===== src/rtl/dpsc_regs.vh =====
// Command, address and timing constants for the DAC power state controller.
`ifndef DPSC_REGS_VH
`define DPSC_REGS_VH
`define DPSC_CMD_WRITE_N 4'h0
`define DPSC_CMD_UPD_N 4'h1
`define DPSC_CMD_WRITE_UPD_ALL 4'h2
`define DPSC_CMD_WRITE_UPD_N 4'h3
`define DPSC_CMD_PD_N 4'h4
`define DPSC_CMD_PD_CHIP 4'h5
`define DPSC_CMD_REF_INT 4'h6
`define DPSC_CMD_REF_EXT 4'h7
`define DPSC_CMD_NOP 4'hF
`define DPSC_ADDR_ALL 4'hF
`define DPSC_ADDR_MAX 4'h7
`define DPSC_CMD_MSB 23
`define DPSC_CMD_LSB 20
`define DPSC_ADR_MSB 19
`define DPSC_ADR_LSB 16
`define DPSC_DAT_MSB 15
`define DPSC_T_PU_NS 10000
`define DPSC_T_PU_BIAS_NS 12000
`define DPSC_CLK_NS 100
`define DPSC_CH_PD_RST 8'hFF
`define DPSC_REF_ON_RST 1'b1
`define DPSC_REF_EXT_RST 1'b0
`define DPSC_BIAS_ON_RST 1'b1
`endif


===== src/rtl/dpsc_power_state.v =====
// Power state tracker for an eight channel DAC, its reference and bias generator.
`timescale 1ns/10ps
`default_nettype none
`include "dpsc_regs.vh"
module dpsc_power_state #(
  parameter NCH = 8,
  parameter DW = 16,
  parameter T_PU_NS = `DPSC_T_PU_NS,
  parameter T_PU_BIAS_NS = `DPSC_T_PU_BIAS_NS
) (
  input wire clock,
  input wire rst_n,
  input wire cmd_valid,
  input wire [23:0] cmd_word,
  output reg [NCH-1:0] ch_pd_reg,
  output reg ref_on_reg,
  output reg bias_on_reg,
  output reg ref_off_ext_reg,
  output reg [NCH-1:0] settle_busy_reg,
  output reg [NCH*DW-1:0] input_data_reg,
  output reg [NCH*DW-1:0] dac_data_reg,
  output reg [NCH-1:0] dac_upd_reg
);
  // Behaviour notes for users of this tracker.
  // Every command takes effect at the clock edge that sees cmd_valid high, one word per pulse.
  // Reserved command codes change nothing; reserved addresses change nothing too, except in a write-and-update-all word, which still updates every channel.
  // The settling flags only model the wake delay; the analog outputs are not modelled here.
  // A channel that is already powered gets no new settling time when it is updated again.
  // The bias state before the waking word picks the delay, because the wake itself turns it on.
  // Timer counts are rounded up, so a clock that does not divide the delay errs on the safe side.
  // Limitation: the timers are 16 bits wide, which bounds the delay at 65535 clock periods.
  // Power-down commands touch no data register; values survive until the next update.
  // The reference wake rule depends on what last turned it off, held in ref_off_ext_reg.
  // After an external-reference select only the internal-reference select brings it back.
  // After a chip power-down any update that powers a channel brings the reference back too.
  // Reset leaves all channels down and the reference on, so bias runs from the start.
  // The first command may arrive at the first clock edge after reset is released.
  // Back to back words are accepted; each one is decoded in the cycle it arrives.
  // Updates to a reserved address write no input register and wake nothing, except write-and-update-all, which still updates and wakes every channel.
  // A write-and-update-all word is the one case where the update mask is wider than the address.
  // The settling flag is a status only; nothing here holds off commands while it is high.
  // The bias flag is derived from the next channel and reference state, so it never lags them.
  // Command words that arrive while reset is low are lost, as the whole state is held.

  // Counts round up so the settling wait is never shorter than specified.
  localparam integer PU_CYC_INT = (T_PU_NS + `DPSC_CLK_NS - 1) / `DPSC_CLK_NS;
  localparam integer PU_BIAS_CYC_INT = (T_PU_BIAS_NS + `DPSC_CLK_NS - 1) / `DPSC_CLK_NS;
  localparam [15:0] PU_CYC = PU_CYC_INT[15:0];
  localparam [15:0] PU_BIAS_CYC = PU_BIAS_CYC_INT[15:0];

  // Selects the channel mask of an address; reserved addresses select nothing.
  function [NCH-1:0] sel_mask;
    input [3:0] adr;
    begin
      if (adr == `DPSC_ADDR_ALL) begin
        sel_mask = {NCH{1'b1}};
      end else if (adr <= `DPSC_ADDR_MAX) begin
        sel_mask = {{(NCH-1){1'b0}}, 1'b1} << adr;
      end else begin
        sel_mask = {NCH{1'b0}};
      end
    end
  endfunction

  // Fields of the received word; the data field is read only by write commands.
  wire [3:0] cmd = cmd_word[`DPSC_CMD_MSB:`DPSC_CMD_LSB];
  wire [3:0] adr = cmd_word[`DPSC_ADR_MSB:`DPSC_ADR_LSB];
  wire [DW-1:0] dat = cmd_word[`DPSC_DAT_MSB:0];
  wire [NCH-1:0] sel = sel_mask(adr);

  // True for codes that load an input register; the case keeps reserved codes inert.
  function cmd_is_write;
    input [3:0] code;
    begin
      case (code)
        `DPSC_CMD_WRITE_N: cmd_is_write = 1'b1;
        `DPSC_CMD_WRITE_UPD_ALL: cmd_is_write = 1'b1;
        `DPSC_CMD_WRITE_UPD_N: cmd_is_write = 1'b1;
        default: cmd_is_write = 1'b0;
      endcase
    end
  endfunction

  // True for codes that copy into the active registers and so power channels up.
  function cmd_is_upd;
    input [3:0] code;
    begin
      case (code)
        `DPSC_CMD_UPD_N: cmd_is_upd = 1'b1;
        `DPSC_CMD_WRITE_UPD_ALL: cmd_is_upd = 1'b1;
        `DPSC_CMD_WRITE_UPD_N: cmd_is_upd = 1'b1;
        default: cmd_is_upd = 1'b0;
      endcase
    end
  endfunction

  // Decoded command classes.
  // Write and update codes only
  wire is_write = cmd_valid && cmd_is_write(cmd);
  wire is_upd = cmd_valid && cmd_is_upd(cmd);
  wire [NCH-1:0] write_mask = is_write ? sel : {NCH{1'b0}};
  // Write-and-update-all loads only the addressed input registers but updates every channel.
  wire [NCH-1:0] upd_mask = !is_upd ? {NCH{1'b0}} :
    (cmd == `DPSC_CMD_WRITE_UPD_ALL) ? {NCH{1'b1}} : sel;
  wire [NCH-1:0] pd_mask = (cmd_valid && cmd == `DPSC_CMD_PD_N) ? sel : {NCH{1'b0}};
  wire pd_chip = cmd_valid && cmd == `DPSC_CMD_PD_CHIP;
  wire ref_int = cmd_valid && cmd == `DPSC_CMD_REF_INT;
  wire ref_ext = cmd_valid && cmd == `DPSC_CMD_REF_EXT;
  // Only a chip power-down leaves the reference wakeable by an update word.
  // External flag blocks
  wire ref_upd_wake = !ref_on_reg && !ref_off_ext_reg;
  // Only channels that were down start a timer; an update to a powered channel leaves its timer alone.
  wire [NCH-1:0] wake_mask = upd_mask & ch_pd_reg;

  // Next-state values, settled by the combinational process below.
  reg [NCH-1:0] ch_pd_next;
  reg ref_on_next;
  reg ref_off_ext_next;
  reg bias_on_next;

  // Next power state of channels and reference.
  always @* begin
    // Hold by default; at most one command class applies per word.
    ch_pd_next = ch_pd_reg;
    ref_on_next = ref_on_reg;
    ref_off_ext_next = ref_off_ext_reg;
    ch_pd_next = ch_pd_next | pd_mask;
    ch_pd_next = ch_pd_next & ~upd_mask;
    if (pd_chip) begin
      ch_pd_next = {NCH{1'b1}};
      ref_on_next = 1'b0;
      ref_off_ext_next = 1'b0;
    end else if (ref_ext) begin
      ref_on_next = 1'b0;
      ref_off_ext_next = 1'b1;
    end else if (ref_int) begin
      ref_on_next = 1'b1;
      ref_off_ext_next = 1'b0;
    end else if (ref_upd_wake && (|upd_mask)) begin
      ref_on_next = 1'b1;
    end
    // Bias is off only when nothing that needs it is on after this word.
    // Bias follows total shutdown
    bias_on_next = ref_on_next || !(&ch_pd_next);
  end

  // Power state registers.
  // Reset leaves every channel down while the reference and bias stay on.
  always @(posedge clock or negedge rst_n) begin
    if (!rst_n) begin
      ch_pd_reg <= `DPSC_CH_PD_RST;
      ref_on_reg <= `DPSC_REF_ON_RST;
      ref_off_ext_reg <= `DPSC_REF_EXT_RST;
      bias_on_reg <= `DPSC_BIAS_ON_RST;
    end else begin
      ch_pd_reg <= ch_pd_next;
      ref_on_reg <= ref_on_next;
      ref_off_ext_reg <= ref_off_ext_next;
      bias_on_reg <= bias_on_next;
    end
  end

  // Per-channel data registers and settling timers.
  // Each channel keeps its own timer, so channels woken at different times settle independently.
  genvar g;
  generate
    for (g = 0; g < NCH; g = g + 1) begin : g_ch
      reg [15:0] tmr_reg;
      always @(posedge clock or negedge rst_n) begin
        if (!rst_n) begin
          input_data_reg[g*DW +: DW] <= {DW{1'b0}};
          dac_data_reg[g*DW +: DW] <= {DW{1'b0}};
          dac_upd_reg[g] <= 1'b0;
        end else begin
          // One-cycle update pulse, so a converter downstream can latch the new code.
          dac_upd_reg[g] <= upd_mask[g];
          if (write_mask[g]) begin
            input_data_reg[g*DW +: DW] <= dat;
          end
          if (upd_mask[g]) begin
            // Write-and-update copies the fresh word, not the stale input register.
            dac_data_reg[g*DW +: DW] <= write_mask[g] ? dat : input_data_reg[g*DW +: DW];
          end
        end
      end
      // The longer wait applies when bias had been shut before this wake.
      // A wake in mid-count restarts the timer; back to back updates do not, as only the first finds the channel down.
      always @(posedge clock or negedge rst_n) begin
        if (!rst_n) begin
          tmr_reg <= 16'h0000;
          settle_busy_reg[g] <= 1'b0;
        end else if (wake_mask[g]) begin
          tmr_reg <= (bias_on_reg ? PU_CYC : PU_BIAS_CYC) - 16'h0001;
          settle_busy_reg[g] <= 1'b1;
        end else if (tmr_reg != 16'h0000) begin
          tmr_reg <= tmr_reg - 16'h0001;
        end else begin
          settle_busy_reg[g] <= 1'b0;
        end
      end
    end
  endgenerate
endmodule // dpsc_power_state
`default_nettype wire


===== config.mk =====
export PLATFORM = sky130hd
export DESIGN_NAME = dpsc_power_state
export DESIGN_NICKNAME = d
export VERILOG_FILES = /design/src/rtl/dpsc_power_state.v
export VERILOG_INCLUDE_DIRS = /design/src /design/src/rtl
export SDC_FILE = /design/constraint.sdc
export NUM_CORES = 1
export LEC_CHECK = 0
export ABC_AREA = 1
export BUFFER_PORTS_ARGS = -buffer_cell sky130_fd_sc_hd__buf_2
export CAP_MARGIN = 10
export CORE_ASPECT_RATIO = 1.25
export CORE_UTILIZATION = 56
export CTS_CLUSTER_DIAMETER = 100
export DETAILED_ROUTE_END_ITERATION = 16
export GPL_TIMING_DRIVEN = 0
export PLACE_DENSITY = 0.91
export SETUP_SLACK_MARGIN = 0.2
export SYNTH_ARGS = -nofsm -noshare
export SYNTH_HDL_FRONTEND = slang
export SYNTH_SLANG_ARGS = --single-unit

===== constraint.sdc =====
create_clock -name clock -period 1.93 [get_ports clock]
set_input_delay 0.4825 -clock clock [delete_from_list [all_inputs] [get_ports clock]]
set_output_delay 0.4825 -clock clock [all_outputs]
set_load 0.02 [all_outputs]

==> reports/qor.txt <==
die height: 203 um
status: finished, violations left
class of the worst hold path: input pin to asynchronous set/reset pin
Synth top area share: 55.6%
CTS root buf: clkbuf_16
Worst Setup Start Kind: flop
WP data required: 2.40 ns
Compound-Gate Fraction of Synth Area: 5.72%
CTS buffer count: 40
vias in the first global route: 16892
Syn Area/Cell: 8.57 sq um
P per Cell Area: 1380 nW/um^2
Max Fanout on Critical Path: 3
Worst R2R Start: g_ch[7].tmr_reg[1]$_DFFE_PN0P_
# rows: 73
top post-synthesis cells by area: dfrtp_1 (56%), nand2_1 (15%), inv_1 (4.1%), nor2_1 (3.6%), o21ai_1 (3.2%)
CP Data Arrival Time: 2.33 ns
Hold Vio Cnt, Final: 68
maximum VDD drop: 1.01 mV
DR iter-0 viols: 1492
Worst R2R Setup Slack: 0.07 ns
Initial Util: 56.8%
Synth area leader: dfrtp_1
HPWL Detailed: 38.0 mm
Clock Skew: 0.0128 ns
Hold WS: -0.106 ns
commonest non-fill, non-tap cell in the layout: nand2_1
non-filler cells, final: 2975
via count: 16872
residual DRC count: 0
Max Slew Vio Count: 0
die width: 163 um
final critical-path required period: 1.86 ns
H-tree depth: 2
first-pass GRT wire length: 88.1 mm
register area share after synthesis: 57.0%
Final period util: 96.3%
Max-Cap Viols: 0
Clock Pin Slew Worst Setup and Hold Paths: 0.07 ns
clk sinks: 411
multiplexer share of the synthesized area: 0%
slew at the pin closest to its max-slew limit: 0.703 ns
Critical Path End Type: flop
io pins: 310
ant diodes: 0
Adder-Cell Fraction of Synth Area: 0.554%
grt total ovfl: 0
Final ANT Viol Nets: 0
Die ar.: 33000 sq um
Port Buf Inserts: 309
library cells used by synthesis: 38
Setup CP Type: flop to flop
routability congestion estimate from global placement: 1.01
Simple-Gate Fraction of Synth Area: 26.2%
Cell Area, Synth: 18100 sq um
Placed Cells: 2833
CTS tree: built
Design Power: 31.3 mW
RSZ-0062 raised after global routing: yes
total routed wirelength: 58.7 mm
failing checks: negative hold slack
layout cells sized above 1: 26.4%
nets: 2566
Yosys warnings: 0
vias per cell: 5.67
TritonRoute pass-1 iters: 8
fmax: 538 MHz
setup violators final: 0
Max Root-Sink Buffers: 3
synth-to-layout area growth: 26.1%
Slew headroom: 53.1%
Worst-Skew Late Latency: 0.55 ns
#FFs+latches synth: 411
Cells after Synth: 2108
final-layout fill cell count: 2057
main combinational cell family by area after synthesis: simple AND/OR/NAND/NOR gates
Leakage: 13.0 nW
initial antenna violation count: 3
most frequent cells in the layout: nand2_1 (726), dfrtp_1 (398), buf_2 (336)
xor/xnor cell area share of the yosys netlist: 4.07%
overall routing resource usage: 34.5%
Syn Nets: 2143
largest net degree at the start of global routing: 110
Core Footprint: 31800 sq um
drt wl/cell: 19.7 um
CP startpoint: g_ch[7].tmr_reg[1]$_DFFE_PN0P_
power by group:
group          total [mW]  leakage (nW)  switching, mW  internal, mW
clock network        8.37         0.694           3.47          4.90
registers            12.5          5.35           1.84          10.7
logic                10.4          6.93           6.74          3.68
total                31.3          13.0           12.0          19.3
worst max-delay path: stages (launching register included):
cell,delay [ns]
dfrtp_1,0.43
inv_2,0.10
ha_4,0.18
nand2_4,0.10
nor2_4,0.17
buf_4,0.13
buf_4,0.10
buf_4,0.10
xor2_1,0.18
nand2_1,0.11
a21oi_2,0.18
stage by stage:
step / setup WS (ns) / instance area, sq um / setup TNS [ns] / util (%) / hold WS (ns)
after floorplan: 0.202 / 18100 / 0 / - / 0.187
after global placement: -7.33 / 20100 / -2981.11 / 63.3 / 0.452
after detailed placement: -0.256 / 20200 / -21.22 / 63.7 / 0.460
after CTS: 0.163 / 22200 / 0 / 69.9 / -0.101
after global routing: 0.00622 / 22800 / 0 / 71.6 / -0.0763
final: 0.0716 / 22800 / 0 / 71.6 / -0.106
worst paths after layout:
path | endpoint | cells after the start
min in group clock | ch_pd_reg[7]$_DFF_PN1_ | 7
max reg2reg | g_ch[7].tmr_reg[4]$_DFFE_PN0P_ | 10
min | g_ch[5].tmr_reg[14]$_DFFE_PN0P_ | 1
max in group asynchronous | dac_data_reg[11]$_DFFE_PN0N_ | 3
max | g_ch[7].tmr_reg[4]$_DFFE_PN0P_ | 10
min reg2reg | settle_busy_reg[1]$_DFFE_PN0P_ | 2
cells in the mapped netlist:
cell type / instances
inv_4: 3
nand2_4: 6
a31oi_1: 5
nor2_2: 3
nor2_1: 171
nand2_2: 23
inv_1: 196
buf_6: 4
xor2_1: 57
buf_1: 1
clkbuf_1: 7
a21oi_1: 12
o21ai_2: 1
inv_2: 12
or2_2: 5
xnor2_1: 27
clkinv_2: 3
nor4_2: 1
nand3_2: 3
nand3_1: 112
a211oi_1: 1
ha_1: 8
o21a_1: 2
o211ai_1: 8
buf_4: 12
o21ai_0: 53
nor3_1: 44
dfrtp_1: 401
and3_1: 1
nor2_4: 10
buf_2: 37
nand2_1: 735
nor4_1: 2
o21ai_1: 117
nor2_8: 1
nand4_1: 12
dfstp_2: 10
nand3b_1: 2
final cells by class:
class | instances | area [sq um] | share of cell area [%]
Sequential cell | 411 | 10300 | 45.2
Clock inverter | 16 | 205 | 0.901
Tap cell | 412 | 515 | 2.26
Timing Repair Buffer | 379 | 2230 | 9.79
Clock buffer | 58 | 1200 | 5.27
Buffer | 61 | 350 | 1.54
Inverter | 214 | 836 | 3.67
Multi-Input combinational cell | 1424 | 7130 | 31.3
logic make-up (layout without fill, tap and decap cells):
kind of cell / count (synthesis) / in the layout
AOI/OAI and AO/OA: 199 / 199
and+or+nand+nor: 1131 / 1133
xor gates and xnor gates: 84 / 84
adders and majority gates: 8 / 8
buffers and inverters: 275 / 728
DFF: 411 / 411
layer usage:
metal / track usage (%) / wire length (um) / up-vias
met5: 0 / 34 / -
met4: 21.8 / 4310 / 6
met3: 9.91 / 5970 / 306
met2: 58.0 / 28700 / 1020
met1: 38.3 / 19800 / 8090
li1: - / - / 7450
repair_timing:
item | in CTS | in global routing
gates cloned | 1 | 2
buffers inserted | 31 | 34
endpoints found under the setup margin | 140 | 128
pin swaps | 22 | 38
endpoints found under the hold margin | 68 | 68
gates resized for setup | 94 | 72
No activity file was read; power rests on OpenSTA's default activity.
